<file path="src/logic/smc_pkg.sv">
// constants and carrier types for the supply margining channel control
// ==========================================================
// Functional notes
// RULE1 - Each monitored input flags an undervoltage fault when its conversion result is greater than its low limit.
// RULE2 - Each low limit is a 15-bit two's complement value in bits 14..0, with bit 15 reading zero.
// RULE3 - A low limit of the most negative code (4000h) switches undervoltage detection off for that input.
// RULE4 - While servo is active, the channel's DAC code is stepped so its conversion result approaches the target code.
// RULE5 - Bit 15 of a servo register enables servo for its channel and is zero after reset.
// RULE6 - DAC control bits 7..0 hold the 8-bit DAC code and bits 15..12 always read zero.
// RULE7 - Setting enable with connect low runs a soft connect that steps one LSB at a time until the comparator trips, then attaches.
// RULE8 - Setting enable with connect high attaches the buffer at once, and with enable clear the output is tri-stated.
// RULE9 - The connect bit reads one only once the output is enabled and attached, and zero otherwise and after reset.
// RULE10 - The host sets polarity one for non-inverting feedback, and the device steps in the direction it selects.
// RULE11 - With repeat clear servo stops once the result is stable and equal to the target, with repeat set it runs on.
// RULE12 - A soft connect ignores the written code and starts from midscale 80h.
// RULE13 - A soft connect that reaches code 00h or FFh untripped is abandoned with a DAC fault and connect left low.
// RULE14 - When both channels want a soft connect, channel zero is served first.
// RULE15 - Servo moves the DAC code by at most one LSB per new result of its channel and never past 00h or FFh.
// RULE16 - A written connect bit is taken as the connect mode only while enable is being set; otherwise the device owns it.
package smc_pkg;

   // ==========================================================
   // command register indices
   localparam logic [3:0] IDX_LOGIC_SUPPLY_LOW_LIMIT = 4'h0;
   localparam logic [3:0] IDX_INPUT_12V_LOW_LIMIT = 4'h1;
   localparam logic [3:0] IDX_CHAN0_PRIMARY_LOW_LIMIT = 4'h2;
   localparam logic [3:0] IDX_CHAN0_SECONDARY_LOW_LIMIT = 4'h3;
   localparam logic [3:0] IDX_CHAN1_PRIMARY_LOW_LIMIT = 4'h4;
   localparam logic [3:0] IDX_CHAN1_SECONDARY_LOW_LIMIT = 4'h5;
   localparam logic [3:0] IDX_CHAN0_SERVO_TARGET = 4'h6;
   localparam logic [3:0] IDX_CHAN1_SERVO_TARGET = 4'h7;
   localparam logic [3:0] IDX_CHAN0_CURRENT_DAC_CTRL = 4'h8;
   localparam logic [3:0] IDX_CHAN1_CURRENT_DAC_CTRL = 4'h9;

   // ==========================================================
   // field positions
   localparam int SERVO_EN_BIT = 15;
   localparam int DAC_EN_BIT = 8;
   localparam int DAC_CON_BIT = 9;
   localparam int DAC_POL_BIT = 10;
   localparam int DAC_RPT_BIT = 11;

   // ==========================================================
   // values and counts
   localparam int NUM_INPUTS = 6;
   localparam logic [2:0] ADC_SEL_CHAN0 = 3'h2;
   localparam logic [2:0] ADC_SEL_CHAN1 = 3'h4;
   localparam logic [14:0] UV_DISABLE_CODE = 15'h4000;
   localparam logic [14:0] LIMIT_RESET = 15'h0000;
   localparam logic [7:0] DAC_MIDSCALE = 8'h80;
   localparam logic [7:0] DAC_CODE_MIN = 8'h00;
   localparam logic [7:0] DAC_CODE_MAX = 8'hFF;
   localparam logic [7:0] DAC_CODE_RESET = 8'h00;
   localparam int CLK_PERIOD_NS = 50;
   localparam int SOFT_STEP_NS = 10000;
   localparam int SOFT_STEP_CYCLES_I = (SOFT_STEP_NS + CLK_PERIOD_NS - 1) / CLK_PERIOD_NS;
   localparam logic [7:0] SOFT_STEP_CYCLES = SOFT_STEP_CYCLES_I[7:0];

   // ==========================================================
   // carriers
   typedef enum logic [0:0]
   {
      SMC_SC_IDLE = 1'b0,
      SMC_SC_STEP = 1'b1
   } smc_sc_state_t;

   typedef struct packed
   {
      logic [7:0] code;
      logic en;
      logic con;
      logic pol;
      logic rpt;
      logic flt;
      logic busy;
   } smc_dac_t;

   typedef struct packed
   {
      logic wr_en;
      logic rd_en;
      logic [3:0] idx;
      logic [15:0] wdata;
   } smc_cmd_t;

   typedef struct packed
   {
      logic valid;
      logic [2:0] sel;
      logic [14:0] result;
   } smc_adc_t;

endpackage

</file>
<file path="src/logic/smc_channel_ctrl.sv">
// low limit check, voltage servo and current DAC connect control for two channels
`timescale 1ns/10ps
`default_nettype none

module smc_channel_ctrl
   import smc_pkg::*;
(
   // clock and reset
   input wire logic core_clk,
   input wire logic reset_n,
   // command register port
   input wire smc_cmd_t cmd,
   output logic [15:0] cmd_rdata,
   // conversion results
   input wire smc_adc_t adc,
   // soft connect comparators, high while current_dac_pin is below margin_output_pin
   input wire logic [1:0] soft_cmp,
   // analog controls
   output logic [1:0][7:0] dac_code,
   output logic [1:0] margin_output_en,
   output logic [1:0] buffer_attach,
   // status
   output logic [1:0] dac_fault,
   output logic [NUM_INPUTS-1:0] uv_fault
);

   // ==========================================================
   // state
   typedef struct packed
   {
      logic [15:0] rdata;
      logic [NUM_INPUTS-1:0][14:0] uv_lim;
      logic [NUM_INPUTS-1:0] uv_flt;
      logic [1:0][14:0] tgt;
      logic [1:0] servo_en;
      smc_dac_t [1:0] dac;
      logic [1:0][14:0] last;
      logic [1:0] last_ok;
      smc_sc_state_t sc;
      logic sc_ch;
      logic sc_cmp0;
      logic sc_prime;
      logic [7:0] div;
      logic [1:0] cmp_s1;
      logic [1:0] cmp_s2;
   } smc_state_t;

   smc_state_t s_q;
   smc_state_t s_d;

   // ==========================================================
   // helpers
   function automatic logic signed_gt(input logic [14:0] a, input logic [14:0] b);
      signed_gt = $signed(a) > $signed(b);
   endfunction

   function automatic logic [7:0] step_code(input logic [7:0] c, input logic up);
      logic [7:0] r;
      r = c;
      if (up && c != DAC_CODE_MAX)
         r = c + 8'h01;
      else if (!up && c != DAC_CODE_MIN)
         r = c - 8'h01;
      step_code = r;
   endfunction

   function automatic logic [15:0] dac_word(input smc_dac_t d);
      dac_word = {4'h0, d.rpt, d.pol, d.con, d.en, d.code}; // RULE6
   endfunction

   // captured comparator against polarity picks the walk direction
   function automatic logic walk_up(input logic cmp0, input logic pol);
      walk_up = cmp0 == pol; // RULE10
   endfunction

   function automatic logic servo_up(input logic [14:0] tgt, input logic [14:0] res,
      input logic pol);
      servo_up = signed_gt(tgt, res) ? pol : !pol; // RULE10
   endfunction

   // the most negative limit code switches the compare off
   function automatic logic uv_trip(input logic [14:0] res, input logic [14:0] lim);
      if (lim == UV_DISABLE_CODE) // RULE3
         uv_trip = 1'b0;
      else
         uv_trip = signed_gt(res, lim); // RULE1
   endfunction

   // ==========================================================
   // register decode, shared by the read and write paths
   function automatic logic is_limit(input logic [3:0] i);
      is_limit = i <= IDX_CHAN1_SECONDARY_LOW_LIMIT;
   endfunction

   function automatic logic is_servo(input logic [3:0] i);
      is_servo = i == IDX_CHAN0_SERVO_TARGET || i == IDX_CHAN1_SERVO_TARGET;
   endfunction

   function automatic logic is_dac(input logic [3:0] i);
      is_dac = i == IDX_CHAN0_CURRENT_DAC_CTRL || i == IDX_CHAN1_CURRENT_DAC_CTRL;
   endfunction

   function automatic logic chan_of(input logic [3:0] i, input logic [3:0] base);
      chan_of = i[0] ^ base[0];
   endfunction

   // ==========================================================
   // next state
   always_comb
   begin
      logic [1:0] sel_ch;
      logic cur;
      logic tick;
      logic ch_sel;
      logic rd_ch;
      logic [14:0] res;
      smc_dac_t w;
      s_d = s_q;
      sel_ch = 2'b00;
      cur = 1'b0;
      tick = 1'b0;
      ch_sel = 1'b0;
      rd_ch = 1'b0;
      res = adc.result;
      w = '0;

      // pin synchroniser
      s_d.cmp_s1 = soft_cmp;
      s_d.cmp_s2 = s_q.cmp_s1;

      // step-rate divider, only runs while a soft connect is stepping
      // the first step comes a full period after the start, never early
      if (s_q.sc == SMC_SC_STEP)
      begin
         if (s_q.div == SOFT_STEP_CYCLES - 8'h01)
         begin
            s_d.div = 8'h00;
            tick = 1'b1;
         end
         else
            s_d.div = s_q.div + 8'h01;
      end
      else
         s_d.div = 8'h00;

      // register reads, answered one cycle after the strobe
      if (cmd.rd_en)
      begin
         s_d.rdata = 16'h0000;
         if (is_limit(cmd.idx))
            s_d.rdata = {1'b0, s_q.uv_lim[cmd.idx[2:0]]}; // RULE2
         else if (is_servo(cmd.idx))
         begin
            rd_ch = chan_of(cmd.idx, IDX_CHAN0_SERVO_TARGET);
            s_d.rdata = {s_q.servo_en[rd_ch], s_q.tgt[rd_ch]}; // RULE5
         end
         else if (is_dac(cmd.idx))
            s_d.rdata = dac_word(s_q.dac[chan_of(cmd.idx, IDX_CHAN0_CURRENT_DAC_CTRL)]);
      end

      // register writes
      if (cmd.wr_en)
      begin
         if (is_limit(cmd.idx))
            s_d.uv_lim[cmd.idx[2:0]] = cmd.wdata[14:0]; // RULE2
         else if (is_servo(cmd.idx))
         begin
            ch_sel = chan_of(cmd.idx, IDX_CHAN0_SERVO_TARGET);
            s_d.tgt[ch_sel] = cmd.wdata[14:0];
            s_d.servo_en[ch_sel] = cmd.wdata[SERVO_EN_BIT]; // RULE5
            // a new target restarts the stable count
            s_d.last_ok[ch_sel] = 1'b0;
         end
         else if (is_dac(cmd.idx))
         begin
            ch_sel = chan_of(cmd.idx, IDX_CHAN0_CURRENT_DAC_CTRL);
            w = s_q.dac[ch_sel];
            if (!cmd.wdata[DAC_EN_BIT])
            begin
               // disable: tri-state, detach, drop any pending or failed connect
               w.en = 1'b0; // RULE8
               w.con = 1'b0; // RULE9
               w.busy = 1'b0;
               w.flt = 1'b0;
               w.code = cmd.wdata[7:0];
               w.pol = cmd.wdata[DAC_POL_BIT];
               w.rpt = cmd.wdata[DAC_RPT_BIT];
            end
            else if (!s_q.dac[ch_sel].en)
            begin
               // enable edge: the written connect bit picks the mode
               w.en = 1'b1;
               w.pol = cmd.wdata[DAC_POL_BIT]; // RULE10
               w.rpt = cmd.wdata[DAC_RPT_BIT];
               if (cmd.wdata[DAC_CON_BIT]) // RULE16
               begin
                  w.con = 1'b1; // RULE8
                  w.code = cmd.wdata[7:0];
               end
               else
               begin
                  w.con = 1'b0; // RULE7
                  w.busy = 1'b1;
                  w.code = DAC_MIDSCALE; // RULE12
               end
            end
            else if (!s_q.dac[ch_sel].busy && !s_q.dac[ch_sel].flt)
            begin
               // already enabled: connect bit stays device-owned
               w.rpt = cmd.wdata[DAC_RPT_BIT]; // RULE16
               // servo owns the code while it runs
               if (s_q.dac[ch_sel].con && !s_q.servo_en[ch_sel])
               begin
                  w.code = cmd.wdata[7:0];
                  w.pol = cmd.wdata[DAC_POL_BIT];
               end
            end
            s_d.dac[ch_sel] = w;
         end
      end

      // undervoltage compare on every new result
      if (adc.valid && adc.sel < 3'(NUM_INPUTS))
         s_d.uv_flt[adc.sel] = uv_trip(res, s_q.uv_lim[adc.sel]); // RULE1 RULE3

      // voltage servo, one step per new result of the servoed channel
      for (int c = 0; c < 2; c++)
      begin
         if (adc.valid && adc.sel == (c == 0 ? ADC_SEL_CHAN0 : ADC_SEL_CHAN1)
            && s_d.servo_en[c] && s_d.dac[c].con && !s_d.dac[c].busy)
         begin
            // target and count are taken after a same-cycle write, so a write starts over
            if (res == s_d.tgt[c])
            begin
               // stable means two equal results in a row
               if (!s_d.dac[c].rpt && s_d.last_ok[c] && s_d.last[c] == res) // RULE11
                  s_d.servo_en[c] = 1'b0;
            end
            else
               s_d.dac[c].code = step_code(s_d.dac[c].code,
                  servo_up(s_d.tgt[c], res, s_d.dac[c].pol)); // RULE4 RULE10 RULE15
            s_d.last[c] = res;
            s_d.last_ok[c] = 1'b1;
         end
      end

      // soft connect engine, one shared comparator walk
      sel_ch = {s_d.dac[1].busy, s_d.dac[0].busy};
      unique case (s_q.sc)
         SMC_SC_IDLE:
         begin
            if (sel_ch != 2'b00)
            begin
               cur = !sel_ch[0]; // RULE14
               s_d.sc_ch = cur;
               // no capture yet: the synchronised pin still lags the midscale load
               s_d.sc_prime = 1'b1;
               s_d.sc = SMC_SC_STEP;
            end
         end
         SMC_SC_STEP:
         begin
            cur = s_q.sc_ch;
            if (!s_d.dac[cur].busy)
               s_d.sc = SMC_SC_IDLE;
            else if (tick && s_q.sc_prime)
            begin
               // midscale has settled through the synchroniser by now, so the
               // captured sense belongs to the walk's own start point
               s_d.sc_prime = 1'b0;
               s_d.sc_cmp0 = s_q.cmp_s2[cur];
               s_d.dac[cur].code = step_code(s_q.dac[cur].code,
                  walk_up(s_q.cmp_s2[cur], s_q.dac[cur].pol)); // RULE7
            end
            else if (tick)
            begin
               if (s_q.cmp_s2[cur] != s_q.sc_cmp0)
               begin
                  // comparator flipped: dac pin now matches the output pin
                  s_d.dac[cur].con = 1'b1; // RULE7 RULE9
                  s_d.dac[cur].busy = 1'b0;
                  s_d.sc = SMC_SC_IDLE;
               end
               else if (s_q.dac[cur].code == DAC_CODE_MIN
                  || s_q.dac[cur].code == DAC_CODE_MAX)
               begin
                  s_d.dac[cur].flt = 1'b1; // RULE13
                  s_d.dac[cur].busy = 1'b0;
                  s_d.sc = SMC_SC_IDLE;
               end
               else
                  // single LSB toward the output pin
                  s_d.dac[cur].code = step_code(s_q.dac[cur].code,
                     walk_up(s_q.sc_cmp0, s_q.dac[cur].pol)); // RULE7 RULE10
            end
         end
      endcase
   end

   // ==========================================================
   // registers
   always_ff @(posedge core_clk or negedge reset_n)
   begin
      if (!reset_n)
      begin
         s_q.rdata <= 16'h0000;
         s_q.uv_lim <= {NUM_INPUTS{LIMIT_RESET}};
         s_q.uv_flt <= '0;
         s_q.tgt <= {2{LIMIT_RESET}};
         s_q.servo_en <= 2'b00; // RULE5
         s_q.dac <= {2{DAC_CODE_RESET, 6'b000000}}; // RULE9
         s_q.last <= {2{LIMIT_RESET}};
         s_q.last_ok <= 2'b00;
         s_q.sc <= SMC_SC_IDLE;
         s_q.sc_ch <= 1'b0;
         s_q.sc_cmp0 <= 1'b0;
         s_q.sc_prime <= 1'b0;
         s_q.div <= 8'h00;
         s_q.cmp_s1 <= 2'b00;
         s_q.cmp_s2 <= 2'b00;
      end
      else
         s_q <= s_d;
   end

   // ==========================================================
   // outputs
   assign cmd_rdata = s_q.rdata;
   assign uv_fault = s_q.uv_flt;
   // attach needs both bits, so clearing enable detaches in the same cycle
   always_comb
   begin
      for (int c = 0; c < 2; c++)
      begin
         dac_code[c] = s_q.dac[c].code;
         margin_output_en[c] = s_q.dac[c].en; // RULE8
         buffer_attach[c] = s_q.dac[c].en && s_q.dac[c].con; // RULE8
         dac_fault[c] = s_q.dac[c].flt; // RULE13
      end
   end

endmodule

`default_nettype wire

</file>
<file path="config.mk">
export PLATFORM = sky130hd
export DESIGN_NAME = smc_channel_ctrl
export DESIGN_NICKNAME = d
export VERILOG_FILES = /design/src/logic/smc_pkg.sv /design/src/logic/smc_channel_ctrl.sv
export SDC_FILE = /design/constraint.sdc
export NUM_CORES = 1
export LEC_CHECK = 0
export ABC_AREA = 1
export ABC_CLOCK_PERIOD_IN_PS = 4700
export BUFFER_PORTS_ARGS = -buffer_cell sky130_fd_sc_hd__buf_2
export CAP_MARGIN = 5
export CORE_UTILIZATION = 45
export DETAILED_ROUTE_END_ITERATION = 8
export PLACE_DENSITY_LB_ADDON = 0.12
export SETUP_SLACK_MARGIN = 0.2
export SLEW_MARGIN = 15
export SYNTH_ARGS = -nofsm -noshare
export SYNTH_HDL_FRONTEND = slang
export SYNTH_SLANG_ARGS = --single-unit
</file>
<file path="constraint.sdc">
create_clock -name core_clk -period 4.7 [get_ports core_clk]
set_clock_uncertainty 0.05 [all_clocks]
set_input_delay 0.94 -clock core_clk [delete_from_list [all_inputs] [get_ports core_clk]]
set_output_delay 0.94 -clock core_clk [all_outputs]
set_load 0.01 [all_outputs]
</file>
==> results by group, run 1 <==
Run status
  • Status: completed

Synth
  • Yosys Warn Count: 0
  • Syn Std Cell Area: 14500 um2
  • Post-synth ARST share: 1.00
  • Netlist cell types: slightly below 60
  • Cell count after synthesis: roughly 2000
  • Synth Register Bits: 220
  • Avg Inst Size Synth: about 7.3 um2
  • Seq/Total Area, Yosys: 0.380
  • Predominant post-synthesis flop cell: dfrtp_1
  • Post-synth EDFFs: 0
  • Synthesized net count: about 2100

Floorplan
  • Row count: 65
  • Width of the die: between 150 and 200 um
  • Die Footprint: about 33000 um2
  • Die H: 182 um
  • Placeable Area: 31600 um2
  • Initial core utilization: 0.458
  • IO Pins: 89

Worst setup path
  • Data arrival, critical path: 4510 ps
  • CP Launch Point: cmd[18]
  • Required time of the critical path: 5060 ps
  • Reg2reg end: dac_code[2]
  • Worst Path Max Fanout: 15
  • Critical path type: in -> reg
  • Max stage delay on crit path: 310 ps
  • Critical Path Stages: 25
  • CP Launch Type: input pin
  • Max stage delay cell, worst path: ha_1
  • Crit path to: dac_code[1]
  • CP endpoint kind: flip-flop
  • Worst R2R Path Depth: 14
  • Flop-to-flop setup slack: a little under 1000 ps
  • Worst Path Buf+Inv: 7
  • RR Startpoint: s_q[14]
  • CP most frequent cell: nand2_1
  • Worst path top cell family by delay: simple AND/OR/NAND/NOR gates

STA
  • Period minus WS final: between 4000 and 5000 ps
  • Fin. Hold Viols: 0
  • Setup-failing EPs final: 0
  • Fin crit share: 0.883
  • Fmax: 241 MHz
  • Slew Limit Fails: 0
  • Hold Worst Slack: slightly below 300 ps
  • Max transition margin: 0.256
  • Unrepaired setup endpoints after global routing: false
  • Worst-margin pin slew: approximately 1100 ps

Cells and area
  • Area Overhead vs Synth: 12.5%
  • Fin util: 0.516
  • Diode count: 0
  • Nets: 2148
  • Fillers: between 3000 and 4000
  • Layout cells sized above 1: 0.132

Global route
  • Initial antenna violation count: 2
  • GRT overflow: 0
  • Total GRT Usage: 0.295
  • First-pass GRT wire length: 75100 um
  • Vias in the first global route: 13100
  • Largest net degree at the start of global routing: 99

Clock network
  • Total CTS buffers: 26
  • CTS H-Tree Depth: 1
  • CTS tree: done
  • # Post-CTS Setup Buffers: 0
  • Clock Tree Buf Depth: 3
  • Sinks on Clock Net: 220
  • CTS root buffer: clkbuf_16
  • Worst skew pair latency: about 550 ps
  • Clk slew on worst S/H paths: roughly 60 ps

Power and ir drop
  • Sw Ratio: 0.408
  • Max VDD drop: approximately 0.33 mV
  • Pwr dens: between 400 and 500 nW/um2
  • Share of power burned in registers: 0.340
  • Gate power share: 0.386
  • P_sw: between 3000 and 4000 uW
  • Clock share of power: 0.273
  • Leak: between 0.007 and 0.008 uW
  • Internal power: around 4700 uW

Route
  • WL final: 48400 um
  • First-pass DRT Iterations: 5
  • Post-route ant nets: 0
  • Via density: between 5 and 6
  • Via count: 13700
  • # DRC: 0
  • Iter 0 DRT Violations: roughly 1100
  • Routed length per instance: between 15 and 20 um

Placed design
  • IO Port Bufs: 88
  • GPL Wtd Cong: 0.955
  • Hpwl dp: ~37000 um

Worst hold path
  • Hold/Removal Path Class: reg -> reg

Run
  • Max-cap violations: 0
[Yosys cell counts (12+ instances only)]
cell / instances / area (um2)
clkbuf_1: 67 / 251
a21oi_1: 93 / 465
o211ai_1: 27 / 203
nor4_1: 12 / 75.1
a221oi_1: 14 / 123
buf_4: 47 / 353
dfrtp_1: 220 / 5510
xor2_1: 33 / 289
xnor2_1: 19 / 166
o21ai_0: 283 / 1420
nand2_2: 13 / 81.3
nand4_1: 23 / 144
nor2_1: 96 / 360
inv_1: 230 / 863
ha_1: 55 / 688
nand2_1: 503 / 1890
nand3_1: 80 / 400
nor3_1: 21 / 105
[per-layer routing]
layer,global-route usage,wire length (um)
met3,0.0307,2870
met1,0.396,21200
met4,0.106,1720
met2,0.492,22600
met5,0,13
[cells in the final DEF (no fill, tap or decap), types with 27 or more instances in the layout]
cell type  netlist  final
buf_4           47     70
a21oi_1         93     93
xor2_1          33     33
dfrtp_1        220    220
ha_1            55     55
buf_2            9     87
inv_1          230    230
nor2_1          96     95
nand3_1         80     80
nand2_1        503    502
o211ai_1        27     27
o21ai_0        283    282
[layout make-up]
| cell class | count | area, um2 | area share |
|---|---|---|---|
| clock buffer | 34 | 721 | 0.0442 |
| clock inverter | 14 | 186 | 0.0114 |
| inverter | 243 | 916 | 0.0561 |
| multi-input combinational | 1396 | 7450 | 0.456 |
| sequential | 220 | 5510 | 0.337 |
| tap | 402 | 503 | 0.0308 |
| timing repair buffer | 161 | 1040 | 0.0635 |
[metrics by stage]
stage               cells  setup TNS [ps]  setup slack (ps)  instance area (um2)  total power (uW)
floorplan            1987               0               438                14500              4830
global placement     2422               0              5.27                15400              5680
detailed placement   2422           -54.8             -54.8                15400              5720
CTS                  2470               0               474                16300              7890
global route         2470               0               259                16300              8420
finish               2470               0               549                16300              7890
[timing repair]
action | 4_1_cts | 5_1_grt
gates resized for setup | 0 | 2
hold buffers | 0 | 0
endpoints found under the hold margin | 0 | 0
endpoints found under the setup margin | 0 | 1
[flip-flops by register name (all words and copies together) (netlist names)]
name	flops
cmd_rdata	16
dac_code	16
dac_fault	2
margin_output_en	2
s_d	2
s_q	176
uv_fault	6
[power by group through the flow]
stage / Combinational, uW / Sequential, uW / Clock, uW
2_1_floorplan: 2270 / 2570 / 0
3_3_place_gp: 2980 / 2700 / 0
3_5_place_dp: 3010 / 2710 / 0
4_1_cts: 3030 / 2680 / 2180
5_1_grt: 3440 / 2730 / 2260
6_report: 3050 / 2680 / 2160
[cells by family (layout without fill, tap and decap cells)]
kind of cell,count (synthesis),count (layout),synth area share
AO/OA/AOI/OAI,498,498,0.195
XOR/XNOR,54,54,0.0344
adder cells (fa/ha/maj),55,55,0.0474
buffers and inverters,371,452,0.110
flip-flops,220,220,0.380
multiplexers,6,6,0.00431
AND/OR/NAND/NOR,783,783,0.229
[how the worst min path moves through the flow]
stage / start / endpoint / cells past startpoint
after floorplan: s_d[0] / s_q[0] / 0
after global placement: s_d[0] / s_q[0] / 0
after detailed placement: s_d[0] / s_q[0] / 0
after CTS: s_d[0] / s_q[0] / 0
after global routing: s_d[0] / s_q[0] / 0
final: s_d[0] / s_q[0] / 0
No activity file was read; power rests on OpenSTA's default activity.
==> run 2: changes to the inputs <==
RECOVER_POWER = 25   (was not set)
==> results by group, run 2 (synthesis gave the netlist of run 1 again) <==
Cells and area
  • Nets: 2148 (unchanged)
  • Max reg flops: 176 (unchanged)
  • Finished Layout Cells: 2470 (unchanged)
  • Area Overhead vs Synth: 12.4% (about the same)
  • Multi-input gate area: 7450 um2 (unchanged)
  • Commonest non-fill, non-tap cell in the layout: nand2_1
  • Diode count: 0 (unchanged)
  • Register area: 5510 um2 (unchanged)
  • Layout cells sized above 1: 0.132 (-0.000484)
  • Fillers: 3117 (+0.096%)
  • Largest reg by FF count: s_q
  • Most frequent cells in the layout: nand2_1 (502), o21ai_0 (282), inv_1 (230)

Floorplan
  • Placeable Area: 31600 um2 (unchanged)
  • IO Pins: 89 (unchanged)
  • Die Footprint: 33000 um2 (unchanged)
  • Die H: 182 um (unchanged)
  • Initial core utilization: 0.458 (unchanged)
  • Row count: 65 (unchanged)
  • Width of the die: 182 um (unchanged)

Route
  • # DRC: 0 (unchanged)
  • Routed length per instance: 19.6 um (-0.14%)
  • WL final: 48400 um (-0.14%)
  • First-pass DRT Iterations: 5 (unchanged)
  • Post-route ant nets: 0 (unchanged)
  • Via density: 5.56 (+0.19%)
  • Via count: 13700 (+0.19%)
  • Iter 0 DRT Violations: 1109 (-1.2%)

Worst setup path
  • Flop-to-flop setup slack: 930 ps (-40 ps)
  • Max stage delay cell, worst path: ha_1
  • Worst path top cell family by delay: simple AND/OR/NAND/NOR gates
  • Max stage delay on crit path: 310 ps (about the same)
  • Reg2reg end: dac_code[1]
  • CP Launch Type: input pin
  • CP most frequent cell: nand2_1
  • Data arrival, critical path: 4510 ps (about the same)
  • RR Startpoint: s_q[14]
  • CP endpoint kind: flip-flop
  • Critical path type: in -> reg
  • Required time of the critical path: 5060 ps (about the same)
  • Worst Path Buf+Inv: 7 (unchanged)
  • Worst Path Max Fanout: 15 (unchanged)
  • Worst R2R Path Depth: 14 (unchanged)

Global route
  • Vias in the first global route: 13100 (unchanged)
  • GRT overflow: 0 (unchanged)
  • First-pass GRT wire length: 75100 um (unchanged)
  • Initial antenna violation count: 2 (unchanged)
  • Total GRT Usage: 0.295 (unchanged)
  • Largest net degree at the start of global routing: 99 (unchanged)

STA
  • Unrepaired setup endpoints after global routing: false
  • Fmax: 241 MHz (about the same)
  • Fin crit share: 0.882 (about the same)
  • Worst-margin pin slew: 2590 ps (+1470 ps)
  • Hold Worst Slack: 297 ps (+0.533 ps)
  • Max transition margin: -0.724 (-0.980)
  • Fin. Hold Viols: 0 (unchanged)
  • Period minus WS final: 4150 ps (-2.93 ps)
  • Setup-failing EPs final: 0 (unchanged)
  • Slew Limit Fails: 98 (+98)
  • Fin Setup TNS: 0 ps (unchanged)

Clock network
  • Clock Tree Buf Depth: 3 (unchanged)
  • Sinks on Clock Net: 220 (unchanged)
  • Clk slew on worst S/H paths: 60 ps (about the same)
  • CTS H-Tree Depth: 1 (unchanged)
  • CTS root buffer: clkbuf_16
  • # Post-CTS Setup Buffers: 0 (unchanged)
  • CTS tree: done
  • Worst skew pair latency: 550 ps (about the same)
  • Total CTS buffers: 26 (unchanged)

Run status
  • Status: finished, violations left
  • Failing checks: max-capacitance violations, max-slew violations

Worst hold path
  • Worst hold endpoint: s_q[0]
  • WHS Path Cells: 0 (unchanged)
  • Hold/Removal Path Class: reg -> reg
  • HP Start: s_d[0]

Power and ir drop
  • Pwr dens: 484 nW/um2 (about the same)
  • Design Power: 7890 uW (about the same)
  • Max VDD drop: 0.327 mV (-0.24%)
  • Leak: 0.00792 uW (about the same)

Placed design
  • Post-placement cell count: 2422 (unchanged)
  • GPL Wtd Cong: 0.955 (unchanged)
  • Hpwl dp: 36600 um (unchanged)
  • IO Port Bufs: 88 (unchanged)

Run
  • Max-cap violations: 1 (+1)
## run 2: cell types whose count changed in the layout (fill, tap and decap cells not counted), sizes merged
cell and delta:
buf -2, clkbuf +2
## run 2: per-layer routing
metal | vias up | GRT usage | share of wire
li1 | 6657 | - | -
met1 | 6468 | 0.396 | 0.44
met2 | 522 | 0.492 | 0.47
met3 | 90 | 0.0307 | 0.062
met4 | 2 | 0.106 | 0.035
met5 | - | 0 | 0.00027
## run 2: metrics by stage
stage                      util  setup slack [ps]  instance area, um2
after floorplan               -               438               14500
after global placement    0.487              5.27               15400
after detailed placement  0.487             -54.8               15400
after CTS                 0.516               474               16300
final                     0.515               552               16300
after global routing      0.515               259               16300
## run 2: what timing repair did
| action | CTS | global route |
|---|---|---|
| hold buffers | 0 | 0 |
| resized for setup | 0 | 2 |
| endpoints found under the setup margin | 0 | 1 |
## run 2: how the worst max path moves through the flow
stage	start	end	cells past startpoint	slack, ps
after CTS	cmd[18]	dac_code[2]	26	470
after detailed placement	cmd[18]	dac_code[2]	26	-50
after global routing	cmd[18]	dac_code[15]	31	260
after floorplan	cmd[18]	dac_code[7]	30	440
after global placement	cmd[18]	dac_code[2]	27	5
final	cmd[18]	dac_code[1]	25	550
## run 2: final cells by class
class	count	share of cell area
repair buffers	161	0.0627
well taps	402	0.0309
clock inverters	14	0.0114
flip-flops and latches	220	0.338
inverters	243	0.0562
clock buffers	34	0.0442
multi-input cells	1396	0.457
## run 2: power by group
part           leakage [uW]  internal (uW)  total [uW]  switching, uW
Clock              0.000445           1300        2160            857
Sequential          0.00270           2340        2680            340
Combinational       0.00477           1030        3050           2020
Total               0.00792           4670        7890           3220
